<file path="config.mk">
export PLATFORM = sky130hd
export DESIGN_NAME = socket_status_change_events
export DESIGN_NICKNAME = d
export VERILOG_FILES = /design/src/common/socket_change_pkg.sv /design/src/hw/socket_status_change_events.sv
export SDC_FILE = /design/constraint.sdc
export NUM_CORES = 1
export LEC_CHECK = 0
export ABC_AREA = 0
export BUFFER_PORTS_ARGS = -buffer_cell sky130_fd_sc_hd__buf_2
export CELL_PAD_IN_SITES_DETAIL_PLACEMENT = 0
export CELL_PAD_IN_SITES_GLOBAL_PLACEMENT = 1
export CORE_ASPECT_RATIO = 1.75
export CORE_MARGIN = 10
export CORE_UTILIZATION = 31
export CTS_CLUSTER_DIAMETER = 150
export DETAILED_ROUTE_END_ITERATION = 8
export PLACE_DENSITY = 0.74
export REMOVE_ABC_BUFFERS = 1
export SLEW_MARGIN = 20
export SYNTH_ARGS = -nofsm -noshare
export SYNTH_HDL_FRONTEND = slang
export SYNTH_SLANG_ARGS = --single-unit
</file>
<file path="constraint.sdc">
create_clock -name clk -period 1.8 [get_ports clk]
set_clock_uncertainty 0.1 [all_clocks]
set_input_delay 0.18 -clock clk [delete_from_list [all_inputs] [get_ports clk]]
set_output_delay 0.18 -clock clk [all_outputs]
set_load 0.03 [all_outputs]
</file>
<file path="src/common/socket_change_pkg.sv">
// Constants for the socket status-change event block.
// Assumes a 32-bit register port with byte offsets on an 8-bit address.
package socket_change_pkg;

    // Register port geometry
    localparam int ADDR_W = 8;
    localparam int DATA_W = 32;
    localparam int FLAG_W = 4;

    // Register byte offsets
    localparam logic [ADDR_W-1:0] OFF_FLAGS   = 8'h00;
    localparam logic [ADDR_W-1:0] OFF_ENABLES = 8'h04;
    localparam logic [ADDR_W-1:0] OFF_PRESENT = 8'h08;
    localparam logic [ADDR_W-1:0] OFF_FORCE   = 8'h0C;

    // Field positions shared by flags, enables and present state
    localparam int BIT_CARD_STATUS = 0;
    localparam int BIT_DETECT1     = 1;
    localparam int BIT_DETECT2     = 2;
    localparam int BIT_POWER       = 3;

    // Detect enable field value that lets insertion/removal interrupt
    localparam logic [1:0] DETECT_ENABLE_ON = 2'h3;

    // Reset values
    localparam logic [FLAG_W-1:0] FLAGS_RESET   = 4'h0;
    localparam logic [FLAG_W-1:0] ENABLES_RESET = 4'h0;
    localparam logic [DATA_W-1:0] RDATA_RESET   = 32'h00000000;

    // Width of the always-zero upper part of each register
    localparam int UPPER_W = DATA_W - FLAG_W;

endpackage : socket_change_pkg

</file>
<file path="src/hw/socket_status_change_events.sv">
// Status-change event latching and interrupt gating for one card socket.
// Assumes the host drives a one-cycle read or write strobe on clk, and
// the card status and card detect pins arrive from outside this clock.
`timescale 1ns/1ps

// Operation
// - Flags record change only, not state
// - Writing one clears flag, zero keeps
// - Force register write sets matching flag
// - Host-bus reset clears every flag
// - Card reset release may re-set flags
// - Flag set at enable raises interrupt
// - Upper bits 31 to 4 read zero
// - Power-cycle state change sets bit 3
// - Second card detect change sets bit 2
// - First card detect change sets bit 1
// - Card status change sets bit 0
// - CardBus card: rising edge only
// - 16-bit card: both edges set bit 0
// - Enables never stop flags from setting
// - Enable bit 3 gates power event
// - Detect enable field: 11 on, else off
// - Enable bit 0 gates card status event
// - Force writes also show in present state
module socket_status_change_events (
    // Clock and reset
    input  wire logic                                clk,
    input  wire logic                                rst,
    // Register access port
    input  wire logic                                reg_read,
    input  wire logic                                reg_write,
    input  wire logic [socket_change_pkg::ADDR_W-1:0] reg_addr,
    input  wire logic [socket_change_pkg::DATA_W-1:0] reg_wdata,
    output logic      [socket_change_pkg::DATA_W-1:0] reg_rdata,
    output logic                                     reg_rvalid,
    // Socket status sources
    input  wire logic                                power_cycle_state,
    input  wire logic                                card_detect_pin_one_n,
    input  wire logic                                card_detect_pin_two_n,
    input  wire logic                                card_status_pin,
    input  wire logic                                card_is_cardbus,
    input  wire logic                                card_reset,
    // Interrupt to host
    output logic                                     status_change_irq
);
    import socket_change_pkg::*;

    // Pin synchronisers, order {detect2, detect1, status}
    logic [2:0]        pin_meta_reg;    // First stage, read by stage two only
    logic [2:0]        pin_sync_reg;    // Second stage, safe to use

    // Change detection state
    logic [FLAG_W-1:0] mon_prev_reg;    // Monitored bits one clock back
    logic              card_reset_prev_reg;  // For release edge

    // Software-visible state
    logic [FLAG_W-1:0] flags_reg;       // Sticky event flags
    logic [FLAG_W-1:0] enables_reg;     // Interrupt enables
    logic [FLAG_W-1:0] forced_reg;      // Force overlay on present state

    // Output flops
    logic [DATA_W-1:0] rdata_reg;
    logic              rvalid_reg;
    logic              irq_reg;

    // Decode and combinational nets
    logic [FLAG_W-1:0] mon;             // Present monitored levels
    logic [FLAG_W-1:0] changed;         // Any-direction change
    logic              status_rise;     // Card status rising edge
    logic [FLAG_W-1:0] hw_set;          // Hardware-detected events
    logic              reset_release;   // Card reset just released
    logic [FLAG_W-1:0] reassert_set;    // Re-set after card reset
    logic              wr_flags;
    logic              wr_enables;
    logic              wr_force;
    logic [FLAG_W-1:0] force_set;       // Software-forced events
    logic [FLAG_W-1:0] clr_vec;         // Write-one-to-clear mask
    logic [FLAG_W-1:0] set_vec;         // All set sources merged
    logic [FLAG_W-1:0] flags_next;
    logic [FLAG_W-1:0] eff_en;          // Enables after field decode
    logic              irq_next;
    logic [FLAG_W-1:0] present_view;    // Present-state low bits
    logic [DATA_W-1:0] read_word;       // Selected read value

    // Two-flop synchroniser for the card pins
    always_ff @(posedge clk or posedge rst) begin
        if (rst) begin
            pin_meta_reg <= 3'h0;
            pin_sync_reg <= 3'h0;
        end else begin
            pin_meta_reg <= {card_detect_pin_two_n, card_detect_pin_one_n,
                             card_status_pin};
            pin_sync_reg <= pin_meta_reg;
        end
    end

    // Power state is on-chip logic on clk, so no synchroniser
    assign mon = {power_cycle_state, pin_sync_reg};

    always_ff @(posedge clk or posedge rst) begin
        if (rst) begin
            mon_prev_reg        <= 4'h0;
            card_reset_prev_reg <= 1'h0;
        end else begin
            mon_prev_reg        <= mon;
            card_reset_prev_reg <= card_reset;
        end
    end

    assign changed     = mon ^ mon_prev_reg;
    assign status_rise = mon[BIT_CARD_STATUS] & ~mon_prev_reg[BIT_CARD_STATUS];

    assign hw_set[BIT_POWER]   = changed[BIT_POWER];
    assign hw_set[BIT_DETECT2] = changed[BIT_DETECT2];
    assign hw_set[BIT_DETECT1] = changed[BIT_DETECT1];
    assign hw_set[BIT_CARD_STATUS] = card_is_cardbus ? status_rise
                                                     : changed[BIT_CARD_STATUS];

    // re-set after card reset
    // Detect pins are active low, so a low pin means card present
    assign reset_release = card_reset_prev_reg & ~card_reset;
    assign reassert_set  = {1'b0, ~pin_sync_reg[2], ~pin_sync_reg[1],
                            pin_sync_reg[0]} & {FLAG_W{reset_release}};

    // Register write decode
    assign wr_flags   = reg_write && (reg_addr == OFF_FLAGS);
    assign wr_enables = reg_write && (reg_addr == OFF_ENABLES);
    assign wr_force   = reg_write && (reg_addr == OFF_FORCE);

    assign force_set = wr_force ? reg_wdata[FLAG_W-1:0] : FLAGS_RESET;
    assign clr_vec   = wr_flags ? reg_wdata[FLAG_W-1:0] : FLAGS_RESET;

    assign set_vec = hw_set | reassert_set | force_set;

    // Per-bit sticky flags; a set in the clearing cycle wins
    genvar gi;
    generate
        for (gi = 0; gi < FLAG_W; gi = gi + 1) begin : g_flag
            assign flags_next[gi] = set_vec[gi] | (flags_reg[gi] & ~clr_vec[gi]);

            always_ff @(posedge clk or posedge rst) begin
                if (rst) begin
                    flags_reg[gi] <= FLAGS_RESET[gi];
                end else begin
                    flags_reg[gi] <= flags_next[gi];
                end
            end
        end
    endgenerate

    // Enable register, plain read/write of the low bits
    always_ff @(posedge clk or posedge rst) begin
        if (rst) begin
            enables_reg <= ENABLES_RESET;
        end else if (wr_enables) begin
            enables_reg <= reg_wdata[FLAG_W-1:0];
        end
    end

    assign eff_en[BIT_POWER]   = enables_reg[BIT_POWER];
    // both detect bits or none
    // Reserved codes 01 and 10 are treated as off: the safe reading
    assign eff_en[BIT_DETECT2] = (enables_reg[BIT_DETECT2:BIT_DETECT1]
                                  == DETECT_ENABLE_ON);
    assign eff_en[BIT_DETECT1] = eff_en[BIT_DETECT2];
    assign eff_en[BIT_CARD_STATUS] = enables_reg[BIT_CARD_STATUS];

    assign irq_next = |(flags_reg & eff_en);

    // Interrupt output flop; one clock behind flags and enables
    always_ff @(posedge clk or posedge rst) begin
        if (rst) begin
            irq_reg <= 1'b0;
        end else begin
            irq_reg <= irq_next;
        end
    end

    // forced bits shown as present
    // An overlay bit holds until its own input really moves again
    always_ff @(posedge clk or posedge rst) begin
        if (rst) begin
            forced_reg <= FLAGS_RESET;
        end else begin
            forced_reg <= force_set | (forced_reg & ~changed);
        end
    end

    // Present-state view, live levels merged with the force overlay
    assign present_view = mon | forced_reg;

    // upper bits read zero
    // Force register is write-only and reads zero, as do unmapped offsets
    assign read_word =
        (reg_addr == OFF_FLAGS)   ? {{UPPER_W{1'b0}}, flags_reg}    :
        (reg_addr == OFF_ENABLES) ? {{UPPER_W{1'b0}}, enables_reg}  :
        (reg_addr == OFF_PRESENT) ? {{UPPER_W{1'b0}}, present_view} :
                                    RDATA_RESET;

    // Read data flop; a read in a write cycle sees the old value
    always_ff @(posedge clk or posedge rst) begin
        if (rst) begin
            rdata_reg  <= RDATA_RESET;
            rvalid_reg <= 1'b0;
        end else begin
            rdata_reg  <= reg_read ? read_word : RDATA_RESET;
            rvalid_reg <= reg_read;
        end
    end

    // Outputs straight from flops
    assign reg_rdata         = rdata_reg;
    assign reg_rvalid        = rvalid_reg;
    assign status_change_irq = irq_reg;

    // Read answers never carry reserved bits
    property p_reserved_zero;
        @(posedge clk) disable iff (rst)
        reg_rvalid |-> (reg_rdata[DATA_W-1:FLAG_W] == '0);
    endproperty
    a_reserved_zero: assert property (p_reserved_zero)
        else $error("reserved read bits not zero");

    // Written ones clear unless an event lands together
    property p_w1c_clear;
        @(posedge clk) disable iff (rst)
        (wr_flags && (set_vec == '0))
            |=> (flags_reg == ($past(flags_reg) & ~$past(reg_wdata[FLAG_W-1:0])));
    endproperty
    a_w1c_clear: assert property (p_w1c_clear)
        else $error("flag clear by one wrong");

    // Force write bits end up set
    property p_force_sets;
        @(posedge clk) disable iff (rst)
        wr_force |=> ((flags_reg & $past(reg_wdata[FLAG_W-1:0]))
                      == $past(reg_wdata[FLAG_W-1:0]));
    endproperty
    a_force_sets: assert property (p_force_sets)
        else $error("forced flag not set");

    // Power-cycle change sets bit 3 whatever the enable
    property p_power_change;
        @(posedge clk) disable iff (rst)
        (power_cycle_state != $past(power_cycle_state)) |=> flags_reg[BIT_POWER];
    endproperty
    a_power_change: assert property (p_power_change)
        else $error("power change not flagged");

    // Synced detect change is flagged on the next clock
    property p_detect_change;
        @(posedge clk) disable iff (rst)
        (pin_sync_reg[1] != $past(pin_sync_reg[1])) |=> flags_reg[BIT_DETECT1];
    endproperty
    a_detect_change: assert property (p_detect_change)
        else $error("detect1 change not flagged");

    // CardBus falling edge alone leaves bit 0 clear
    property p_cardbus_fall;
        @(posedge clk) disable iff (rst)
        (card_is_cardbus && mon_prev_reg[0] && !mon[0] && !force_set[0]
         && !reassert_set[0] && !flags_reg[0]) |=> !flags_reg[BIT_CARD_STATUS];
    endproperty
    a_cardbus_fall: assert property (p_cardbus_fall)
        else $error("cardbus falling edge flagged");

    // 16-bit card flags either edge
    property p_16bit_edges;
        @(posedge clk) disable iff (rst)
        (!card_is_cardbus && changed[BIT_CARD_STATUS])
            |=> flags_reg[BIT_CARD_STATUS];
    endproperty
    a_16bit_edges: assert property (p_16bit_edges)
        else $error("16-bit status edge missed");

    // Enabled power flag shows on the interrupt next clock
    property p_irq_follow;
        @(posedge clk) disable iff (rst)
        (flags_reg[BIT_POWER] && enables_reg[BIT_POWER]) |=> status_change_irq;
    endproperty
    a_irq_follow: assert property (p_irq_follow)
        else $error("enabled flag gave no interrupt");

    // Enable write over an old flag raises interrupt two clocks on
    property p_enable_old_flag;
        @(posedge clk) disable iff (rst)
        (wr_enables && reg_wdata[0] && flags_reg[0] && !clr_vec[0])
            |-> ##2 status_change_irq;
    endproperty
    a_enable_old_flag: assert property (p_enable_old_flag)
        else $error("old flag ignored at enable");

    // Half-set detect field never interrupts
    property p_detect_reserved;
        @(posedge clk) disable iff (rst)
        ((enables_reg[2] != enables_reg[1])
         && ((flags_reg & {enables_reg[3], 2'b00, enables_reg[0]}) == '0))
            |=> !status_change_irq;
    endproperty
    a_detect_reserved: assert property (p_detect_reserved)
        else $error("reserved detect code interrupted");

    // Card reset release with status high sets bit 0
    property p_reset_reassert;
        @(posedge clk) disable iff (rst)
        (reset_release && pin_sync_reg[0]) |=> flags_reg[BIT_CARD_STATUS];
    endproperty
    a_reset_reassert: assert property (p_reset_reassert)
        else $error("status not re-set after card reset");

endmodule : socket_status_change_events

</file>
==> results of run 1 <==
-- cell families after synthesis --
group	Yosys count	synth area share, %
muxes	4	3.13
and+or+nand+nor	32	14.8
adders and majority gates	1	0.870
DFF	29	50.5
buffers and inverters	35	16.4
AOI/OAI and AO/OA	23	13.4
other	1	0.261
xor gates and xnor gates	1	0.609
-- worst paths after layout --
kind                       cells after the start                  end       startpoint  slack (ns)
max                                            3         flags_reg[0]  pin_sync_reg[0]        0.35
min                                            2       enables_reg[2]     reg_wdata[2]        0.08
max reg2reg                                    3         flags_reg[0]  pin_sync_reg[0]        0.35
min reg2reg                                    0      pin_sync_reg[2]  pin_meta_reg[2]        0.25
max in group asynchronous                      4           reg_rvalid              rst        0.92
min in group asynchronous                      4  card_reset_prev_reg              rst        0.40
-- layer usage --
metal  wire (um)  track usage (%)
met1        1180             8.41
met2        1720             14.9
met3         334             4.21
met4          51             4.17
met5           0                0
-- power by group through the flow --
stage | clock network, mW | logic [mW] | registers [mW]
detailed placement | 0 | 0.196 | 0.695
finish | 0.511 | 0.210 | 0.683
global placement | 0 | 0.193 | 0.694
CTS | 0.523 | 0.209 | 0.683
floorplan | 0 | 0.124 | 0.700
global route | 0.559 | 0.230 | 0.685
-- cells in the final DEF (no fill, tap or decap), types with 5 or more instances in the layout --
| cell type | Yosys | routed |
|---|---|---|
| nor2_1 | 8 | 8 |
| nand2_1 | 5 | 5 |
| dlygate4sd3_1 | 0 | 7 |
| conb_1 | 1 | 28 |
| clkbuf_8 | 0 | 5 |
| dfrtp_1 | 29 | 29 |
| inv_1 | 6 | 6 |
| a22oi_1 | 5 | 5 |
| buf_4 | 28 | 7 |
| buf_2 | 0 | 27 |
| nand2b_1 | 5 | 5 |
-- Yosys cell counts --
| cell | number | area share (%) |
|---|---|---|
| nor2_1 | 8 | 2.1 |
| o211ai_1 | 1 | 0.52 |
| o221ai_1 | 1 | 0.61 |
| a22oi_1 | 5 | 2.6 |
| o211a_1 | 4 | 2.8 |
| a31o_2 | 1 | 0.61 |
| nor3_4 | 1 | 1.1 |
| or2_2 | 2 | 0.87 |
| dfrtp_1 | 29 | 50 |
| clkbuf_1 | 1 | 0.26 |
| a311o_1 | 2 | 1.4 |
| or4_4 | 1 | 0.78 |
| mux2_2 | 4 | 3.1 |
| nand4_1 | 2 | 0.87 |
| and2_1 | 2 | 0.87 |
| conb_1 | 1 | 0.26 |
| inv_1 | 6 | 1.6 |
| o21a_1 | 1 | 0.52 |
| or4bb_4 | 1 | 1.0 |
| nand2_1 | 5 | 1.3 |
| a21o_1 | 1 | 0.52 |
| nor4_2 | 1 | 0.87 |
| nand2b_1 | 5 | 2.2 |
| nor4_1 | 1 | 0.44 |
| ha_1 | 1 | 0.87 |
| a21oi_1 | 2 | 0.70 |
| a32o_1 | 1 | 0.70 |
| a211o_1 | 2 | 1.2 |
| a41oi_1 | 2 | 1.2 |
| nor4b_4 | 1 | 1.7 |
| xor2_1 | 1 | 0.61 |
| buf_4 | 28 | 15 |
| nor3_1 | 2 | 0.70 |
-- stage by stage --
stage	instances	cell area, um2	worst slack (ns)
detailed placement	209	1580	0.0735
floorplan	124	1330	0.236
finish	224	1730	0.353
global placement	209	1580	0.0698
global route	224	1730	0.281
CTS	224	1730	0.347
-- layout make-up --
class,instances,area [um2]
fill,456,2710
sequential,29,726
multi-input combinational,89,577
timing repair buffer,41,258
clock buffer,5,68.8
tap,51,63.8
inverter,6,22.5
clock inverter,3,17.5
==> results.toml, run 1 <==
[detailed_routing]
drtPass1Iterations = 4
vias_per_cell = 4.51
drt-initial-drc-count = 30
ant_nets = 0
routed_wl_mm = 3.29
num_vias = 1010
drc = 0
wire_per_inst_um = 14.7

[grt]
grt-ovfl-total = 0
grt_use_total_pct = 8.64
grt_pass1_wl_mm = 5.51
grt_antenna_before_repair = 0
grt_max_degree = 30
grt_pass1_vias = 1155

[pwr]
clkPwrFrac_pct = 36.4
ir_drop_uv = 364
p_sw_mw = 0.405
powerDensity_nw_per_um2 = 811
power_frac_comb_pct = 15.0
switching_share_pct = 28.9
power_mw = 1.40
p_int_mw = 0.999
seq_power_share_pct = 48.6
p_leak_nw = 0.895

[synthesis]
syn_inst = 126
syn_area_um2 = 1440
yosysSeqAreaShare_pct = 50.5
synth_area_per_cell_um2 = 11.4
yosys_register_bits = 29
ys_warn_count = 0
synth_cell_type_count = 33

[sta]
finalCritPeriodShare_pct = 80.4
min_period_ns = 1.45
drv_slew = 0
finalHoldViolations = 0
hold_ws_ns = 0.0784
fmax_mhz = 691
rsz0062_at_grt = "false"
finalSetupViolCount = 0
tns_ns = 0

[cells_and_area]
nNetsFinal = 223
n_antenna_cell = 0
fin_util_pct = 39.0
drive_above_1_share_pct = 31.2
syn_to_final_growth_pct = 20.5

[worst_setup_path]
worstPathArrival_ns = 1.51
slowest_stage = "dfrtp_1"
critical_path.max_fanout = 4
path_class = "reg -> reg"
start_kind = "flop"
critPathTopFamily = "compound AO/OA/AOI/OAI gates"
slowest_delay_ns = 0.42
crit_path_cell_trace = "ha_1 > o221ai_1 > a311o_1"
endpoint_kind = "flop"
critical_path_required_ns = 1.86
crit_buf_inv = 0

[run]
max_cap_violations = 0

[clock_tree]
cts.sinks = 29
postCtsSetupBuffers = 0
numCtsBuffers = 5
cts_root_buffer = "clkbuf_8"
clock_latency_ns = 0.28
cts_tree = "done"
cts-htree-levels = 2
clk_path_buf_depth = 2
cts_resized = 0
cts.reportedPaths.clkPinSlew_ns = 0.07
hold_buffers = 7

[floorplanning]
chipHeight_um = 110
die-area_um2 = 7870
io_pins = 84
initial_core_util_pct = 32.3
coreArea_um2 = 4440
rows = 32
die_w_um = 71.5

[place]
port_buffers = 27
gp_congestion = 0.790
dpl.hpwl_mm = 2.64

[worst_hold_path]
hp-class = "in -> reg"

[run_status]
status = "finished, final reports clean"
(Power assumes the default switching activity.)
==> run 2, diff against run 1 <==
--- a/config.mk
+++ b/config.mk
@@ -5,7 +5,7 @@
 export SDC_FILE = /design/constraint.sdc
 export NUM_CORES = 1
 export LEC_CHECK = 0
-export ABC_AREA = 0
+export ABC_AREA = 1
 export BUFFER_PORTS_ARGS = -buffer_cell sky130_fd_sc_hd__buf_2
 export CELL_PAD_IN_SITES_DETAIL_PLACEMENT = 0
 export CELL_PAD_IN_SITES_GLOBAL_PLACEMENT = 1
@@ -14,7 +14,7 @@
 export CORE_UTILIZATION = 31
 export CTS_CLUSTER_DIAMETER = 150
 export DETAILED_ROUTE_END_ITERATION = 8
-export PLACE_DENSITY = 0.74
+export PLACE_DENSITY = 0.76
 export REMOVE_ABC_BUFFERS = 1
 export SLEW_MARGIN = 20
 export SYNTH_ARGS = -nofsm -noshare
==> constraint.sdc (replaced) <==
create_clock -name clk -period 1.4 [get_ports clk]
set_clock_uncertainty 0.1 [all_clocks]
set_input_delay 0.14 -clock clk [delete_from_list [all_inputs] [get_ports clk]]
set_output_delay 0.14 -clock clk [all_outputs]
set_load 0.03 [all_outputs]
==> results.toml, run 2 <==
[worst_setup_path]
cp.depth = 6
r2r_setup_slack_ns = 0.11
critPathTopFamily = "flip-flops"
critical_path_required_ns = 1.47
crit_end = "flags_reg[0]"
rr_startpoint = "pin_sync_reg[0]"
reg2regPathDepth = 6
critical_path.max_fanout = 4
crit_buf_inv = 1
r2r-end = "flags_reg[0]"
slowest_delay_ns = 0.41
crit_path_frequent_cell = "nand2_1"
worstPathArrival_ns = 1.36
startpoint = "pin_sync_reg[0]"
start_kind = "flop"
endpoint_kind = "flop"
crit_path_cell_trace = "ha_1 > o21ai_0 > a21oi_1 > nand2_1 > inv_1 > nand2_1"
slowest_stage = "dfrtp_1"
path_class = "reg -> reg"

[synthesis]
yosys_register_bits = 29
ys_warn_count = 0
syn_area_um2 = 1510
synth_area_per_cell_um2 = 8.86
synth_top_cell_by_area = "dfrtp_1"
async_flop_share_pct = 100
synth_cell_type_count = 22
yosysSeqAreaShare_pct = 48.2
yosysMostFrequentCell = "nand2_1"
syn_inst = 170
yosys-top-cells-area = "dfrtp_1, buf_4, nand2_1"
synth-edff-count = 0
ys.flop_type = "dfrtp_1"
synth_top_area_share_pct = 48.2
synth.top_cells.by_count = "nand2_1, dfrtp_1, buf_4"

[place]
dpl.hpwl_mm = 2.41
gp_congestion = 0.756
post-place-ws_ns = 0.0845
port_buffers = 27

[sta]
tns_ns = 0
fmax_mhz = 776
min_period_ns = 1.29
drv_slew = 0
worst_slack_ns = 0.112
finalHoldViolations = 0
finalCritPeriodShare_pct = 92.0
finalSetupViolCount = 0
rsz0062_at_grt = "false"

[clock_tree]
cts_resized = 0
numCtsBuffers = 5
postCtsSetupBuffers = 0
cts.reportedPaths.clkPinSlew_ns = 0.06
cts-htree-levels = 2
cts_tree = "done"
clk_path_buf_depth = 2
clock_latency_ns = 0.27
cts_root_buffer = "clkbuf_8"
cts.sinks = 29

[pwr]
p_leak_nw = 0.997
ir_drop_uv = 644
p_int_mw = 1.51
power_mw = 2.03
power_frac_comb_pct = 13.3
powerDensity_nw_per_um2 = 1130
switching_share_pct = 25.3
seq_power_share_pct = 43.3
p_sw_mw = 0.514
clkPwrFrac_pct = 43.4

[floorplanning]
io_pins = 84
die_w_um = 72.7
chipHeight_um = 112
coreArea_um2 = 4710
initial_core_util_pct = 32.0
rows = 33
die-area_um2 = 8160

[detailed_routing]
routed.top_layer = "met4"
drtPass1Iterations = 4
route.met2.wl_mm = 1.63
wire_per_inst_um = 11.4
wl_met3_um = 227
num_vias = 1063
ant_nets = 0
drc = 0
routed_wl_mm = 3.01
drt-initial-drc-count = 10
m1WireLength_mm = 1.14
vias_per_cell = 4.03

[run]
max_cap_violations = 0

[cells_and_area]
multi_input_area_um2 = 571
drive_above_1_share_pct = 23.6
syn_to_final_growth_pct = 18.9
ff_latch_area_um2 = 726
n_antenna_cell = 0
nFillCells = 517
nNetsFinal = 262
final_common_cell = "nand2_1"
final_cell_mix = "nand2_1, dfrtp_1, conb_1, buf_2, inv_1"

[grt]
grt_max_degree = 30
grt-ovfl-total = 0
grt_pass1_vias = 1189
grt_use_total_pct = 7.53
grt_antenna_before_repair = 0
grt_pass1_wl_mm = 5.00

[run_status]
status = "finished, final reports clean"

[worst_hold_path]
hp-class = "in -> reg"
-- run 2: cell count changes in the layout (fill, tap and decap cells not counted), moves of 6 or more --
cell | previous run | this run
nand3_1 | 0 | 17
inv_1 | 6 | 26
o21ai_1 | 0 | 8
nor2_1 | 8 | 2
buf_4 | 7 | 1
nand2_1 | 5 | 32
-- run 2: worst min-delay path by stage --
stage,start,end,cells past startpoint
3_5_place_dp,rst,pin_meta_reg[0],3
6_report,reg_wdata[3],enables_reg[3],3
5_1_grt,reg_wdata[3],enables_reg[3],3
2_1_floorplan,card_reset,card_reset_prev_reg,0
4_1_cts,reg_wdata[3],enables_reg[3],3
3_3_place_gp,rst,pin_meta_reg[0],3
-- run 2: power groups by stage --
stage,Sequential (mW),Clock [mW],Combinational [mW]
after CTS,0.878,0.921,0.270
after global placement,0.892,0,0.252
after global routing,0.880,0.955,0.301
after detailed placement,0.893,0,0.255
after floorplan,0.900,0,0.178
final,0.878,0.881,0.270
-- run 2: cells by family (layout without fill, tap and decap cells) --
| logic type | after synthesis | after routing | synth area share (%) |
|---|---|---|---|
| flip-flops | 29 | 29 | 48.2 |
| buffers and inverters | 55 | 70 | 20.7 |
| other | 1 | 28 | 0.249 |
| AND/OR/NAND/NOR | 65 | 65 | 22.7 |
| XOR/XNOR | 3 | 3 | 1.74 |
| AO/OA/AOI/OAI | 16 | 16 | 5.65 |
| adder cells (fa/ha/maj) | 1 | 1 | 0.830 |
-- run 2: per-layer routing --
layer | track usage (%) | vias to the layer above
met1 | 6.94 | 474
met3 | 3.97 | 2
met5 | 0 | -
met4 | 2.67 | 0
li1 | - | 547
met2 | 13.4 | 40
-- run 2: through the flow --
step,instances,hold slack [ns],utilization [%],instance area [um2]
after global routing,264,0.0361,38.1,1790
after global placement,249,0.126,34.1,1610
after detailed placement,249,0.130,34.1,1610
after CTS,264,0.0192,38.1,1790
after floorplan,169,0.0714,-,1400
final,264,0.0300,38.1,1790
-- run 2: layout make-up --
cell class / instances / area share [%]
sequential: 29 / 40.5
multi-input combinational: 113 / 31.8
timing repair buffer: 35 / 11.9
inverter: 27 / 5.66
clock buffer: 7 / 4.82
tap: 52 / 3.63
clock inverter: 1 / 1.68
-- run 2: what timing repair did --
item                                    CTS  global route
endpoints found under the hold margin    35             0
endpoints found under the setup margin    0             0
hold buffers                              7             0
-- run 2: tightest hold or removal path: cells and delay by family --
family / cells / cell delay [ns]
buffers and inverters: 2 / 0.16
AOI/OAI and AO/OA: 1 / 0.06
